$ cat config.mk
export PLATFORM = sky130hd
export DESIGN_NAME = hsc_halt_control
export DESIGN_NICKNAME = d
export VERILOG_FILES = /design/src/hsc_pkg.sv /design/src/hsc_irq_release.sv /design/src/hsc_wait_counter.sv /design/src/hsc_halt_control.sv
export SDC_FILE = /design/constraint.sdc
export NUM_CORES = 1
export LEC_CHECK = 0
export BUFFER_PORTS_ARGS = -buffer_cell sky130_fd_sc_hd__buf_2
export CORE_ASPECT_RATIO = 0.75
export CORE_MARGIN = 10
export CORE_UTILIZATION = 53
export CTS_CLUSTER_SIZE = 8
export DETAILED_ROUTE_END_ITERATION = 8
export GPL_ROUTABILITY_DRIVEN = 0
export PLACE_DENSITY = 0.85
export SYNTH_ARGS = -nofsm -noshare
export SYNTH_HDL_FRONTEND = slang
export SYNTH_HIERARCHICAL = 1
export SYNTH_SLANG_ARGS = --single-unit
$ cat constraint.sdc
create_clock -name sys_clk -period 3.3 [get_ports sys_clk]
set_clock_uncertainty 0.15 [all_clocks]
set_input_delay 0.495 -clock sys_clk [delete_from_list [all_inputs] [get_ports sys_clk]]
set_output_delay 0.495 -clock sys_clk [all_outputs]
set_load 0.005 [all_outputs]
$ cat src/hsc_pkg.sv
// Shared constants, register map and carrier types of the HALT standby controller.
package hsc_pkg;

  // Interrupt sources watched while halted.
  localparam int IRQ_COUNT = 8;

  // APB register map, byte addresses.
  localparam int APB_ADDR_WIDTH = 8;
  localparam logic [APB_ADDR_WIDTH-1:0] CTRL_ADDR          = 8'h00;
  localparam logic [APB_ADDR_WIDTH-1:0] STATUS_ADDR        = 8'h04;
  localparam logic [APB_ADDR_WIDTH-1:0] RELEASE_COUNT_ADDR = 8'h08;

  // Release wait lengths in CPU clocks; an odd phase adds one clock.
  localparam int WAIT_WIDTH = 5;
  localparam logic [WAIT_WIDTH-1:0] VECTOR_WAIT_CYCLES = 5'h0b;
  localparam logic [WAIT_WIDTH-1:0] NEXT_WAIT_CYCLES   = 5'h04;
  localparam logic [WAIT_WIDTH-1:0] WAIT_ONE           = 5'h01;

  // Width of the HALT release counter.
  localparam int RELEASE_COUNT_WIDTH = 16;
  localparam logic [RELEASE_COUNT_WIDTH-1:0] RELEASE_COUNT_STEP = 16'h0001;

  // Controller states, one-hot.
  typedef enum logic [3:0] {
    ST_RUN       = 4'h1,
    ST_HALT      = 4'h2,
    ST_WAIT_VEC  = 4'h4,
    ST_WAIT_NEXT = 4'h8
  } hsc_state_type;

  // Software clock and peripheral controls, low bits of the control word.
  typedef struct packed {
    logic subOsc;
    logic periphClockStop;
    logic timer16Run;
    logic lowOscStop;
    logic crystalOsc;
    logic fastOsc;
  } hsc_ctrl_type;

  localparam int CTRL_WIDTH = $bits(hsc_ctrl_type);
  localparam hsc_ctrl_type CTRL_RESET = '{subOsc: 1'b1, periphClockStop: 1'b0, timer16Run: 1'b0,
                                         lowOscStop: 1'b0, crystalOsc: 1'b0, fastOsc: 1'b1};

  // Status word, low bits.
  typedef struct packed {
    logic          lowOscStoppable;
    logic          haltFromSub;
    logic          lastResume;
    logic          lastService;
    hsc_state_type state;
  } hsc_status_type;

  localparam int STATUS_WIDTH = $bits(hsc_status_type);

  // Flags presented by the interrupt controller, one bit per source.
  typedef struct packed {
    logic [IRQ_COUNT-1:0] request;
    logic [IRQ_COUNT-1:0] mask;
    logic [IRQ_COUNT-1:0] lowPriority;
  } hsc_irq_flags_type;

endpackage : hsc_pkg

$ cat src/hsc_irq_release.sv
// Per-source HALT release and service decision from the interrupt controller flags.
`timescale 1ns/1ps
module hsc_irq_release (
  // Interrupt controller flags
  input  hsc_pkg::hsc_irq_flags_type irqFlags,
  input  wire logic                  globalIrqEnable,
  input  wire logic                  inServicePriorityFlag,
  // Decision
  output logic                       releaseAny,
  output logic                       serviceAny
);

  logic [hsc_pkg::IRQ_COUNT-1:0] unmasked;
  logic [hsc_pkg::IRQ_COUNT-1:0] serviced;

  // Each source releases when requested and unmasked, and is serviced by priority.
  for (genvar i = 0; i < hsc_pkg::IRQ_COUNT; i++) begin : g_source
    assign unmasked[i] = irqFlags.request[i] & ~irqFlags.mask[i];
    assign serviced[i] = unmasked[i] & globalIrqEnable
                         & (~irqFlags.lowPriority[i] | inServicePriorityFlag);
  end

  // Any unmasked source ends HALT; vectoring needs at least one serviceable one.
  assign releaseAny = |unmasked;
  assign serviceAny = |serviced;

endmodule : hsc_irq_release

$ cat src/hsc_wait_counter.sv
// Down counter that times the wait between HALT release and execution.
`timescale 1ns/1ps
module hsc_wait_counter (
  // Clock and reset
  input  wire logic                            sys_clk,
  input  wire logic                            reset_n,
  // Control
  input  wire logic                            load,
  input  wire logic [hsc_pkg::WAIT_WIDTH-1:0]  loadValue,
  // Result
  output logic                                 done
);

  logic [hsc_pkg::WAIT_WIDTH-1:0] count;
  logic [hsc_pkg::WAIT_WIDTH-1:0] next_count;
  logic                           next_done;

  // Load takes priority; the last count step raises a one-cycle done.
  assign next_count = load ? loadValue : ((count != '0) ? count - hsc_pkg::WAIT_ONE : count);
  assign next_done  = !load && (count == hsc_pkg::WAIT_ONE);

  // Counter and done flag.
  always_ff @(posedge sys_clk) begin
    if (!reset_n) begin
      count <= '0;
      done  <= 1'b0;
    end else begin
      count <= next_count;
      done  <= next_done;
    end
  end

endmodule : hsc_wait_counter

$ cat src/hsc_halt_control.sv
// HALT standby controller: clock gating, hold, release decision and wait timing.
//
// Operation
// Sub-clock HALT: gate CPU clock, keep sub oscillator
// Other oscillators keep their pre-HALT state
// HALT stops execution, freezes held state
// 16-bit timer runs unless peripheral clock stopped
// Watchdog clock cut only when option allows
// Software avoids external-clock peripherals on sub-clock
// Unmasked request ends HALT, vector or resume
// Wait 11/12 clocks vectoring, 4/5 resuming
// Reset ends HALT, branch to reset vector
// Masked request keeps the device halted
// Enable and priority flags choose service or resume
//
// The register offsets and the APB interface to the registers were decided locally.
`timescale 1ns/1ps
module hsc_halt_control (
  // Clock and reset
  input  wire logic                                 sys_clk,
  input  wire logic                                 reset_n,
  // CPU core
  input  wire logic                                 haltEntry,
  input  wire logic                                 cpuOnSubClock,
  // Option strap, caught after reset release
  input  wire logic                                 optionLowOscStoppable,
  // Interrupt controller flags
  input  hsc_pkg::hsc_irq_flags_type                irqFlags,
  input  wire logic                                 globalIrqEnable,
  input  wire logic                                 inServicePriorityFlag,
  // APB slave
  input  wire logic                                 psel,
  input  wire logic                                 penable,
  input  wire logic                                 pwrite,
  input  wire logic [hsc_pkg::APB_ADDR_WIDTH-1:0]   paddr,
  input  wire logic [31:0]                          pwdata,
  output logic [31:0]                               prdata,
  output logic                                      pready,
  output logic                                      pslverr,
  // Clock and execution controls
  output logic                                      cpuClockEnable,
  output logic                                      executionHold,
  output logic                                      subOscEnable,
  output logic                                      fastOscEnable,
  output logic                                      crystalOscEnable,
  output logic                                      lowSpeedOscEnable,
  output logic                                      watchdogClockEnable,
  output logic                                      timer16Enable,
  // Restart pulses to the CPU
  output logic                                      vectorStart,
  output logic                                      resumeStart,
  output logic                                      resetVectorStart
);

  // State and control storage.
  hsc_pkg::hsc_state_type                          state;
  hsc_pkg::hsc_state_type                          next_state;
  hsc_pkg::hsc_ctrl_type                           ctrl;
  hsc_pkg::hsc_ctrl_type                           next_ctrl;
  logic                                            haltFromSub;
  logic                                            next_haltFromSub;
  logic                                            lastService;
  logic                                            lastResume;
  logic                                            optionCaptured;
  logic                                            lowOscStoppable;
  logic                                            waitPhase;
  logic                                            resetBranchDone;
  logic [hsc_pkg::RELEASE_COUNT_WIDTH-1:0]         releaseCount;

  // Decision and timing wires.
  logic                                            releaseAny;
  logic                                            serviceAny;
  logic                                            releaseNow;
  logic                                            loadWait;
  logic [hsc_pkg::WAIT_WIDTH-1:0]                  baseWait;
  logic [hsc_pkg::WAIT_WIDTH-1:0]                  waitValue;
  logic                                            waitDone;
  logic                                            inHalt;
  logic                                            nextInHalt;
  logic                                            nextRunning;

  // APB wires.
  logic                                            setupPhase;
  logic                                            accessDone;
  logic                                            hitCtrl;
  logic                                            hitStatus;
  logic                                            hitCount;
  logic                                            hitAny;
  logic                                            ctrlWriteRefused;
  logic                                            ctrlWrite;
  hsc_pkg::hsc_status_type                         statusWord;
  logic [31:0]                                     readWord;
  logic [31:0]                                     next_prdata;
  logic                                            next_pslverr;

  // Release decision over all interrupt sources.
  hsc_irq_release u_irq_release (
    .irqFlags              (irqFlags),
    .globalIrqEnable       (globalIrqEnable),
    .inServicePriorityFlag (inServicePriorityFlag),
    .releaseAny            (releaseAny),
    .serviceAny            (serviceAny)
  );

  // Release wait timer.
  hsc_wait_counter u_wait_counter (
    .sys_clk   (sys_clk),
    .reset_n   (reset_n),
    .load      (loadWait),
    .loadValue (waitValue),
    .done      (waitDone)
  );

  // State decode.
  assign inHalt = (state == hsc_pkg::ST_HALT);

  // A masked request leaves releaseAny low, so HALT simply holds.
  assign releaseNow = inHalt && releaseAny;
  assign loadWait   = releaseNow;

  // Wait length by release kind; the odd phase adds the extra clock.
  assign baseWait  = serviceAny ? hsc_pkg::VECTOR_WAIT_CYCLES : hsc_pkg::NEXT_WAIT_CYCLES;
  assign waitValue = waitPhase ? baseWait + hsc_pkg::WAIT_ONE : baseWait;

  // Next state of the standby sequence.
  always_comb begin
    next_state = state;
    case (state)
      hsc_pkg::ST_RUN: begin
        if (haltEntry) begin
          next_state = hsc_pkg::ST_HALT;
        end
      end
      hsc_pkg::ST_HALT: begin
        if (releaseAny) begin
          next_state = serviceAny ? hsc_pkg::ST_WAIT_VEC : hsc_pkg::ST_WAIT_NEXT;
        end
      end
      hsc_pkg::ST_WAIT_VEC: begin
        if (waitDone) begin
          next_state = hsc_pkg::ST_RUN;
        end
      end
      hsc_pkg::ST_WAIT_NEXT: begin
        if (waitDone) begin
          next_state = hsc_pkg::ST_RUN;
        end
      end
      default: begin
        next_state = hsc_pkg::ST_RUN;
      end
    endcase
  end

  // Clock source at HALT entry is latched for the whole standby period.
  assign next_haltFromSub = (state == hsc_pkg::ST_RUN && haltEntry) ? cpuOnSubClock : haltFromSub;
  assign nextInHalt       = (next_state == hsc_pkg::ST_HALT);
  assign nextRunning      = (next_state == hsc_pkg::ST_RUN);

  // Reset returns to RUN from any state, halted ones included.
  always_ff @(posedge sys_clk) begin
    if (!reset_n) begin
      state       <= hsc_pkg::ST_RUN;
      haltFromSub <= 1'b0;
    end else begin
      state       <= next_state;
      haltFromSub <= next_haltFromSub;
    end
  end

  // Free-running phase that decides the extra wait clock.
  always_ff @(posedge sys_clk) begin
    if (!reset_n) begin
      waitPhase <= 1'b0;
    end else begin
      waitPhase <= ~waitPhase;
    end
  end

  // Option strap is sampled once, on the first clock after reset release.
  always_ff @(posedge sys_clk) begin
    if (!reset_n) begin
      optionCaptured  <= 1'b0;
      lowOscStoppable <= 1'b0;
    end else if (!optionCaptured) begin
      optionCaptured  <= 1'b1;
      lowOscStoppable <= optionLowOscStoppable;
    end
  end

  // Record of the most recent release and a count of releases.
  always_ff @(posedge sys_clk) begin
    if (!reset_n) begin
      lastService  <= 1'b0;
      lastResume   <= 1'b0;
      releaseCount <= '0;
    end else if (releaseNow) begin
      lastService  <= serviceAny;
      lastResume   <= ~serviceAny;
      releaseCount <= releaseCount + hsc_pkg::RELEASE_COUNT_STEP;
    end
  end

  // Restart pulses; the reset-vector branch fires once after reset release.
  always_ff @(posedge sys_clk) begin
    if (!reset_n) begin
      vectorStart      <= 1'b0;
      resumeStart      <= 1'b0;
      resetVectorStart <= 1'b0;
      resetBranchDone  <= 1'b0;
    end else begin
      vectorStart      <= waitDone && (state == hsc_pkg::ST_WAIT_VEC);
      resumeStart      <= waitDone && (state == hsc_pkg::ST_WAIT_NEXT);
      resetVectorStart <= ~resetBranchDone;
      resetBranchDone  <= 1'b1;
    end
  end

  // Clock and hold outputs follow the next state so they line up with it.
  always_ff @(posedge sys_clk) begin
    if (!reset_n) begin
      cpuClockEnable <= 1'b1;
      executionHold  <= 1'b0;
      subOscEnable   <= hsc_pkg::CTRL_RESET.subOsc;
    end else begin
      cpuClockEnable <= ~nextInHalt;
      executionHold  <= ~nextRunning;
      subOscEnable   <= next_ctrl.subOsc | (nextInHalt & next_haltFromSub);
    end
  end

  // Main and low-speed oscillators, watchdog and timer gating.
  always_ff @(posedge sys_clk) begin
    if (!reset_n) begin
      fastOscEnable       <= hsc_pkg::CTRL_RESET.fastOsc;
      crystalOscEnable    <= hsc_pkg::CTRL_RESET.crystalOsc;
      lowSpeedOscEnable   <= 1'b1;
      watchdogClockEnable <= 1'b1;
      timer16Enable       <= 1'b0;
    end else begin
      fastOscEnable       <= next_ctrl.fastOsc;
      crystalOscEnable    <= next_ctrl.crystalOsc;
      lowSpeedOscEnable   <= ~(next_ctrl.lowOscStop & lowOscStoppable);
      watchdogClockEnable <= ~(next_ctrl.lowOscStop & lowOscStoppable);
      timer16Enable       <= next_ctrl.timer16Run & ~next_ctrl.periphClockStop;
    end
  end

  // APB phase and address decode.
  assign setupPhase = psel && !penable;
  assign accessDone = psel && penable && pready;
  assign hitCtrl    = (paddr == hsc_pkg::CTRL_ADDR);
  assign hitStatus  = (paddr == hsc_pkg::STATUS_ADDR);
  assign hitCount   = (paddr == hsc_pkg::RELEASE_COUNT_ADDR);
  assign hitAny     = hitCtrl || hitStatus || hitCount;

  // Control writes are refused outside RUN so held settings stay as entered.
  assign ctrlWriteRefused = pwrite && hitCtrl && (state != hsc_pkg::ST_RUN);
  assign ctrlWrite        = accessDone && pwrite && hitCtrl && (state == hsc_pkg::ST_RUN);
  assign next_ctrl        = ctrlWrite ? hsc_pkg::hsc_ctrl_type'(pwdata[hsc_pkg::CTRL_WIDTH-1:0]) : ctrl;

  // Control register.
  always_ff @(posedge sys_clk) begin
    if (!reset_n) begin
      ctrl <= hsc_pkg::CTRL_RESET;
    end else begin
      ctrl <= next_ctrl;
    end
  end

  // Status word shows the controller's own state.
  assign statusWord = '{lowOscStoppable: lowOscStoppable, haltFromSub: haltFromSub,
                        lastResume: lastResume, lastService: lastService, state: state};

  // Read data selection; unmapped addresses read zero.
  assign readWord = hitCtrl   ? {{(32-hsc_pkg::CTRL_WIDTH){1'b0}}, ctrl} :
                    hitStatus ? {{(32-hsc_pkg::STATUS_WIDTH){1'b0}}, statusWord} :
                    hitCount  ? {{(32-hsc_pkg::RELEASE_COUNT_WIDTH){1'b0}}, releaseCount} :
                    32'h0000_0000;

  // Answer is prepared in the setup cycle and held through the access cycle.
  assign next_prdata  = (setupPhase && !pwrite) ? readWord : (accessDone ? 32'h0000_0000 : prdata);
  assign next_pslverr = setupPhase ? (!hitAny || ctrlWriteRefused) : (accessDone ? 1'b0 : pslverr);

  // APB answer registers: one access cycle, never a wait.
  always_ff @(posedge sys_clk) begin
    if (!reset_n) begin
      prdata  <= 32'h0000_0000;
      pready  <= 1'b0;
      pslverr <= 1'b0;
    end else begin
      prdata  <= next_prdata;
      pready  <= setupPhase;
      pslverr <= next_pslverr;
    end
  end

  // Wait states keep the hold active; the one-hot state is exported through status.
  // The external main clock input has no gate here: it follows the pin as applied.

endmodule : hsc_halt_control

Word-level counts from Yosys, hierarchy flattened
Cells that the tools add are included.
- $add $sub $neg: 3
- equal/unequal tests: 10
- muxes and demuxes: 19
- bitwise operators: 59
- reduce and logical (&&, ||, !) cells: 29
- operators with widths (kind ; count):
    32-bit two-way mux ; 2
    16-bit two-way mux ; 3
    1-bit bitwise AND ; 27
    1-bit inverter ; 23
    4-bit two-way mux ; 5
    16-bit by 1-bit adder with 16-bit output (second input constant) ; 1
    8-bit OR reduction ; 2
    5-bit two-way mux ; 3
    1-bit logical AND ; 14
    4-bit one-hot mux with 3 select lines ; 1
    1-bit bitwise OR ; 9
    4-bit by 1-bit == test with 1-bit output (second input constant) ; 2
    4-bit by 2-bit == test with 1-bit output (second input constant) ; 2
    8-bit by 3-bit == test with 1-bit output (second input constant) ; 1
    8-bit by 4-bit == test with 1-bit output (second input constant) ; 1
    8-bit logical NOT ; 1
    6-bit two-way mux ; 1
    2-bit nonzero test ; 3
    4-bit by 1-bit adder with 5-bit output (second input constant) ; 1
    5-bit by 1-bit == test with 1-bit output (second input constant) ; 1
    5-bit nonzero test ; 1
    5-bit by 1-bit subtractor with 5-bit output (second input constant) ; 1
    4-bit by 3-bit == test with 1-bit output (second input constant) ; 1
    4-bit == test (second input constant) ; 1
    other kinds (5) ; 13
- flip-flop bits (word level): 80
- input port bits: 74

Longest topological paths before layout
Gate-level depths: netlist (run 1).
- word-level depth: 11
- mapped depth: 9

Modules after synthesis
Netlist (run 1), hierarchy kept.
- by module, submodules not included (module ; times used ; cells an instance ; area an instance (um^2)):
    hsc_halt_control ; 1 ; 289 ; 2656.3
    hsc_wait_counter ; 1 ; 36 ; 336.6
    hsc_irq_release ; 1 ; 22 ; 138.9

Worst setup path after synthesis (run 1)
Ideal clock, no wire load.
- path type: input port to flip-flop
- start: in irqFlags[12] (netlist bit)
- end: reg u_wait_counter/count[2] (netlist bit)
- arrival: 2.094 ns
- slack: 0.941 ns
- stages on the path: 9
- cell sequence: nand2b_2 nand2_1 or4b_1 nand2_1 inv_1 buf_2 nor4_2 nand2_1 and3_1
- elaborated cells on any way between the ends: 12
- RTL lines (what ; RTL line ; source):
    start: declaration ; hsc_halt_control.sv:28 ; input hsc_pkg::hsc_irq_flags_type irqFlags,
    1-bit inverter (*) ; hsc_irq_release.sv:18 ; assign unmasked[i] = irqFlags.request[i] & ~irqFlags.mask[i];
    1-bit bitwise AND (*) ; hsc_irq_release.sv:18 ;
    8-bit OR reduction (*) ; hsc_irq_release.sv:24 ; assign releaseAny = |unmasked;
    named net releaseAny ; hsc_halt_control.sv:71 ; logic releaseAny;
    1-bit logical AND (*) ; hsc_halt_control.sv:118 ; assign releaseNow = inHalt && releaseAny;
    named net loadWait ; hsc_halt_control.sv:74 ; logic loadWait;
    5-bit two-way mux or 2-bit nonzero test (tied branches) ; n/a ;
    end signal: assignment ; hsc_wait_counter.sv:28 ; count <= next_count;
    end: declaration ; hsc_wait_counter.sv:14 ; logic [hsc_pkg::WAIT_WIDTH-1:0] count;
Mark *: on every way through the listed nets, which the timed path passes. The rest lies on a longest branch.
A chain may end at the register's enable or synchronous reset.

Worst setup path in the final report (run 1)
- start: reg state[1]
- end: reg releaseCount[15] (netlist bit)
- longest elaborated chain between the ends: 2
- RTL lines (what ; RTL line ; source):
    start: declaration ; hsc_halt_control.sv:56 ; hsc_pkg::hsc_state_type state;
    start signal: assignment ; hsc_halt_control.sv:163 ; state <= hsc_pkg::ST_RUN;
    start signal: assignment ; hsc_halt_control.sv:166 ; state <= next_state;
    4-bit by 2-bit == test with 1-bit output ; hsc_halt_control.sv:115 ; assign inHalt = (state == hsc_pkg::ST_HALT);
    1-bit logical AND ; hsc_halt_control.sv:118 ;
    end signal: assignment ; hsc_halt_control.sv:200 ; releaseCount <= releaseCount + hsc_pkg::RELEASE_COUNT_STEP;
    end: declaration ; hsc_halt_control.sv:68 ; logic [hsc_pkg::RELEASE_COUNT_WIDTH-1:0] releaseCount;
Every way passes these cells.

==> results_dict.tcl, run 1 <==
set metrics [dict create \
    run_status "finished, final reports clean" \
    period_utilization_pct 75.23 \
    post_drt_via_cell_ratio 5.285 \
    antenna_diode_instance_count 0 \
    detail_route.drc_violations 0 \
    ys_dominant_reg_cell "sky130_fd_sc_hd__dfxtp_1" \
    postSynthCellCount 347 \
    design.core.area_um2 5766 \
    asyncSetResetFlopFracSynth_pct 0 \
    numCtsBuffers 9 \
    critical_path_class "reg2reg" \
    worst_setup_path_end_kind "register" \
    timing.critical_path.from_type "register" \
    ys_seq_area_share_pct 40.91 \
    wire_length_of_the_first_global_routing_pass_mm 12.52 \
    root_buf_cell "sky130_fd_sc_hd__clkbuf_8" \
    cp_num_buf_inv 0 \
    synth.avg_cell_area_um2 9.025 \
    fin_setup_tns_ns 0 \
    p_per_area_nw_per_um2 525.3 \
    final_common_cell "sky130_fd_sc_hd__buf_2" \
    overflow 0 \
    die_width_um 108.8 \
    setup_repair_after_global_routing_missed_its_margin "false" \
    area_growth_pct 18.78 \
    crit_path_cell_trace "or4b_1 > nor4_1 > nand3_1 > mux2i_1" \
    antenna_left 0 \
    synth.cell_area_um2 3132 \
    layout_min_cycle_time_ns 2.483 \
    numClockSinks 64 \
    worst-endpoint-arrival_ns 2.56 \
    critical_path_top_delay_cell "sky130_fd_sc_hd__or4b_1" \
    detail_route.wirelength_mm 7.485 \
    final-hold-violation-count 0 \
    slew-limit-headroom_pct 55.30 \
    number_of_global_route_vias_before_repair 2654 \
    cts_max_path_buffers 2 \
    cts.reportedPaths.clkPinSlew_ns 0.07 \
    route.vias.total 2648 \
    insertion_delay_ns 0.34 \
    totalPowerFinal_mw 1.954 \
    worst-slew-pin-transition_ns 0.6644 \
    max_clock_freq_mhz 402.8 \
    drt-pass1-iter-count 4 \
    initial_utilization_pct 54.32 \
    std_cell_rows 24 \
    antenna_found_initial 0 \
    setup_violations 0 \
    die_area_um2 9415 \
    grtUsageTotal_pct 16.31 \
    cts.htree.levels 3 \
    max_cap_viol_count 0 \
    delay_heaviest_family_cp "simple AND/OR/NAND/NOR gates" \
    synth_enable_flop_cells 0 \
    fin_nets 498 \
    die_y_um 86.57 \
    first_drt_iteration_drcs 159 \
    post_cts_buffers 0 \
    dp.final_hpwl_mm 5.844 \
    number_of_gates_resized_after_cts 0 \
    hold_path.class "in2reg" \
    synthesis.yosys.warnings 6 \
    layout.cells.most_common_list "76 x sky130_fd_sc_hd__buf_2, 64 x sky130_fd_sc_hd__dfxtp_1, 21 x sky130_fd_sc_hd__nand2_1" \
    p_leak_nw 1.627 \
    ir_drop_uv 318.2 \
    avgRoutedWirePerCell_um 14.94 \
    max_fanout_on_critical_path 13 \
    max_stage_delay_ns 0.69 \
    placement.io_buffers 76 \
    synth_cell_types 58 \
    critical_path_required_ns 3.38 \
    maximum_number_of_pins_on_one_net_before_global_route_repair 31 \
    drv_slew 0 \
    drive_above_1_share_pct 25.06 \
    cts_tree "built" \
    io_pins 119 \
    synth.ff_latch_count 64 \
    cts_hold_buffers 0 \
]
layout make-up:
type	count	area, um2
Clock buffer	13	178.9
Clock inverter	2	60.06
Sequential cell	64	1281
Multi-Input combinational cell	248	1643
Inverter	19	71.32
Fill cell	515	2046
Tap cell	78	97.59
Timing Repair Buffer	77	387.9
power breakdown:
group | internal (mW) | total, mW | switching (mW)
combinational | 0.149 | 0.307 | 0.158
clock | 0.504 | 0.789 | 0.285
sequential | 0.810 | 0.857 | 0.0469
total | 1.46 | 1.95 | 0.490
synth_stat cells, types with 2 or more instances:
master	count	area share, %
sky130_fd_sc_hd__xor2_1	6	1.7
sky130_fd_sc_hd__buf_4	17	4.1
sky130_fd_sc_hd__nand3_1	11	1.8
sky130_fd_sc_hd__nand4_1	5	1.0
sky130_fd_sc_hd__o2bb2ai_1	6	1.7
sky130_fd_sc_hd__or2_2	2	0.40
sky130_fd_sc_hd__nor2b_1	16	3.2
sky130_fd_sc_hd__nor3_1	3	0.48
sky130_fd_sc_hd__and2_1	14	2.8
sky130_fd_sc_hd__inv_1	18	2.2
sky130_fd_sc_hd__or4_1	2	0.48
sky130_fd_sc_hd__a21boi_0	4	0.96
sky130_fd_sc_hd__buf_2	3	0.48
sky130_fd_sc_hd__a31oi_1	2	0.40
sky130_fd_sc_hd__nand2_1	21	2.5
sky130_fd_sc_hd__clkbuf_1	10	1.2
sky130_fd_sc_hd__nor2_1	13	1.6
sky130_fd_sc_hd__and3_1	4	0.80
sky130_fd_sc_hd__o21ai_0	12	1.9
sky130_fd_sc_hd__dfxtp_1	64	41
sky130_fd_sc_hd__ha_1	5	2.0
sky130_fd_sc_hd__nor4b_1	2	0.56
sky130_fd_sc_hd__nor4_1	7	1.4
sky130_fd_sc_hd__or3b_2	2	0.56
sky130_fd_sc_hd__nand2b_2	2	0.56
sky130_fd_sc_hd__a2111oi_0	2	0.56
sky130_fd_sc_hd__a22oi_1	2	0.48
sky130_fd_sc_hd__a21oi_1	20	3.2
sky130_fd_sc_hd__or3_1	2	0.40
sky130_fd_sc_hd__nand2b_1	11	2.2
sky130_fd_sc_hd__xnor2_1	7	2.0
sky130_fd_sc_hd__a22o_1	10	2.8
sky130_fd_sc_hd__or4b_1	2	0.64
sky130_fd_sc_hd__mux2i_1	13	4.2
sky130_fd_sc_hd__nand3b_1	3	0.72
sky130_fd_sc_hd__o21a_1	2	0.48
flip-flops by register name, indices dropped and copies added (netlist names), 4 cells and up:
| register | flops |
|---|---|
| ctrl | 6 |
| u_wait_counter/count | 5 |
| state | 4 |
| prdata | 16 |
| releaseCount | 16 |
cells by family after synthesis:
| logic type | count (synthesis) | synth area share [%] |
|---|---|---|
| compound gates | 69 | 15.10 |
| other cells | 1 | 0.1197 |
| fa+ha+maj | 5 | 1.998 |
| simple gates | 130 | 25.17 |
| mux | 14 | 4.514 |
| flops | 64 | 40.91 |
| xor+xnor | 13 | 3.636 |
| buf+inv | 51 | 8.549 |
routing by layer:
layer,GRT usage [%],vias up,share of wire (%)
li1,-,1325,-
met1,19.20,1252,44
met2,27.24,65,47
met3,6.449,6,7.4
met4,3.943,0,0.71
met5,0,-,0
through the flow:
| stage | setup slack, ns | instance area (um2) | util (%) | hold slack [ns] | std cells |
|---|---|---|---|---|---|
| after floorplan | 0.9408 | 3192 | - | 0.2418 | 363 |
| after global placement | 0.5930 | 3481 | 60.37 | 0.2518 | 486 |
| after detailed placement | 0.5531 | 3481 | 60.37 | 0.2545 | 486 |
| after CTS | 0.8229 | 3720 | 64.52 | 0.2137 | 501 |
| after global routing | 0.6982 | 3720 | 64.52 | 0.2256 | 501 |
| final | 0.8173 | 3720 | 64.52 | 0.2237 | 501 |
path summary, 6_finish.rpt:
kind | from | end | slack [ns] | cells past startpoint
setup reg to reg | state[1] | releaseCount[15] | 0.82 | 4
hold reg to reg | waitPhase | waitPhase | 0.26 | 1
hold / removal | pwdata[0] | ctrl[0] | 0.22 | 3
setup / recovery | state[1] | releaseCount[15] | 0.82 | 4
worst register-to-register path, delay by kind of cell (launching register included):
family	cells	cell delay (ns)
DFF	1	0.53
and+or+nand+nor	3	1.54
muxes	1	0.15
(Power assumes the default switching activity.)
==> run 2: changes to the inputs <==
CORE_UTILIZATION = 49   (was 53)
PLACE_DENSITY = 0.8   (was 0.85)
clock period = 2.6 ns   (was 3.3 ns; I/O delays follow)
==> run 2 against run 1 <==
Routed wire length decreased by 1.6%. Worst hold slack got worse by 0.11 ns. Final area increased by 0.34%. Clock power increased by 4.8%. Cell count increased by 2.2%. Sequential power increased by 26%. First-iteration DRC count decreased by 14%. Sequential cell count unchanged. Highest routed layer unchanged. Die area increased by 6.4%. Sequential share of layout area decreased by 0.12 points. Combinational power increased by 28%.
==> results_dict.tcl, run 2 (synthesized netlist as in run 1, its figures left out) <==
set metrics [dict create \
    die_y_um 89.24 \
    die_area_um2 10020 \
    maximum_number_of_pins_on_one_net_before_global_route_repair 41 \
    initial_utilization_pct 50.06 \
    antenna_diode_instance_count 0 \
    numCtsBuffers 9 \
    max_fanout_on_critical_path 3 \
    finalInstanceArea_um2 3732 \
    power.internal_mw 1.686 \
    design.core.area_um2 6256 \
    insertion_delay_ns 0.34 \
    pwr-share-clk_pct 35.9 \
    root_buf_cell "sky130_fd_sc_hd__clkbuf_8" \
    avgRoutedWirePerCell_um 14.38 \
    period_utilization_pct 82.74 \
    final-hold-violation-count 0 \
    post_cts_buffers 0 \
    std_cell_rows 25 \
    drt-pass1-iter-count 4 \
    run_status "finished, final reports clean" \
    post_drt_via_cell_ratio 5.109 \
    p_switching_mw 0.6164 \
    dp.final_hpwl_mm 5.738 \
    setup_violations 0 \
    critical_path_class "in2reg" \
    placedInstanceArea_um2 3545 \
    cts.htree.levels 3 \
    antenna_left 0 \
    drive_above_1_share_pct 25.99 \
    detail_route.wirelength_mm 7.364 \
    p_per_area_nw_per_um2 617.0 \
    grtUsageTotal_pct 14.52 \
    numClockSinks 64 \
    layout_min_cycle_time_ns 2.151 \
    slew-limit-headroom_pct 62.43 \
    layout.area.seq_um2 1281 \
    critical_path_required_ns 2.73 \
    cts_max_path_buffers 2 \
    cts.reportedPaths.clkPinSlew_ns 0.07 \
    setup_repair_after_global_routing_missed_its_margin "false" \
    number_of_global_route_vias_before_repair 2573 \
    p_leak_nw 1.636 \
    wire_length_of_the_first_global_routing_pass_mm 11.96 \
    timing.critical_path.from_type "input port" \
    io_pins 119 \
    detail_route.drc_violations 0 \
    cts_tree "built" \
    max_clock_freq_mhz 464.8 \
    worst-slew-pin-transition_ns 0.5635 \
    combPwrFrac_pct 17.1 \
    overflow 0 \
    totalPowerFinal_mw 2.303 \
    antenna_found_initial 0 \
    fin_nets 506 \
    first_drt_iteration_drcs 137 \
    worst_hold_slack_ns 0.1157 \
    seq_power_share_pct 47.0 \
    route.vias.total 2616 \
    max_cap_viol_count 0 \
    multi_input_comb_area_um2 1643 \
    ir_drop_uv 401.2 \
    cts_hold_buffers 0 \
    area_growth_pct 19.18 \
    number_of_gates_resized_after_cts 0 \
    fin_setup_tns_ns 0 \
    die_width_um 112.3 \
    fillers 558 \
    drv_slew 0 \
    layout_top_registers "prdata x16, releaseCount x16, ctrl x6" \
    switching_share_pct 26.77 \
    layout.cells.most_common_list "76 x sky130_fd_sc_hd__buf_2, 64 x sky130_fd_sc_hd__dfxtp_1, 21 x sky130_fd_sc_hd__nand2_1" \
    worst-endpoint-arrival_ns 2.29 \
    worst_setup_path_end_kind "register" \
    final_common_cell "sky130_fd_sc_hd__buf_2" \
    placement.io_buffers 76 \
    hold_path.class "in2reg" \
]
run 2: path summary, 6_finish.rpt:
path / start / end / slack, ns / cells past startpoint
worst max-delay path: irqFlags[10] / subOscEnable / 0.45 / 8
worst max register to register: state[1] / releaseCount[8] / 0.46 / 5
worst min-delay path: pwdata[0] / ctrl[0] / 0.12 / 3
worst min register to register: waitPhase / waitPhase / 0.27 / 1
run 2: per-stage QoR:
| stage | setup slack (ns) | utilization [%] | cells |
|---|---|---|---|
| after floorplan | 0.3458 | - | 363 |
| after detailed placement | 0.1218 | 56.66 | 497 |
| final | 0.4488 | 59.66 | 512 |
| after CTS | 0.4834 | 59.66 | 512 |
| after global routing | 0.3082 | 59.66 | 512 |
| after global placement | 0.1643 | 56.66 | 497 |
run 2: area by class of cell:
| class | instances | share of cell area (%) |
|---|---|---|
| multi-input cells | 248 | 44.02 |
| flip-flops and latches | 64 | 34.33 |
| repair buffers | 85 | 12.00 |
| clock buffers | 12 | 3.889 |
| well taps | 81 | 2.715 |
| inverters | 19 | 1.911 |
| clock inverters | 3 | 1.140 |
run 2: metal layers:
| metal | global-route usage [%] | up-vias | routed length, um |
|---|---|---|---|
| met4 | 3.793 | 0 | 64 |
| met2 | 22.99 | 56 | 3331 |
| li1 | - | 1338 | - |
| met3 | 7.378 | 7 | 578 |
| met5 | 0 | - | 0 |
| met1 | 17.16 | 1215 | 3389 |
run 2: critical path: stages:
cell	delay, ns
sky130_fd_sc_hd__buf_2	0.07
sky130_fd_sc_hd__nand2b_1	0.12
sky130_fd_sc_hd__nand4_1	0.09
sky130_fd_sc_hd__or4b_1	0.54
sky130_fd_sc_hd__or3b_2	0.47
sky130_fd_sc_hd__a211oi_1	0.41
sky130_fd_sc_hd__nand2_1	0.10
sky130_fd_sc_hd__nand3_1	0.09
run 2: power by group through the flow:
stage / clock network, mW / registers, mW / logic (mW)
floorplan: 0 / 1.09 / 0.306
global placement: 0 / 1.10 / 0.372
detailed placement: 0 / 1.10 / 0.388
CTS: 0.842 / 1.08 / 0.389
global route: 0.890 / 1.09 / 0.435
finish: 0.827 / 1.08 / 0.394
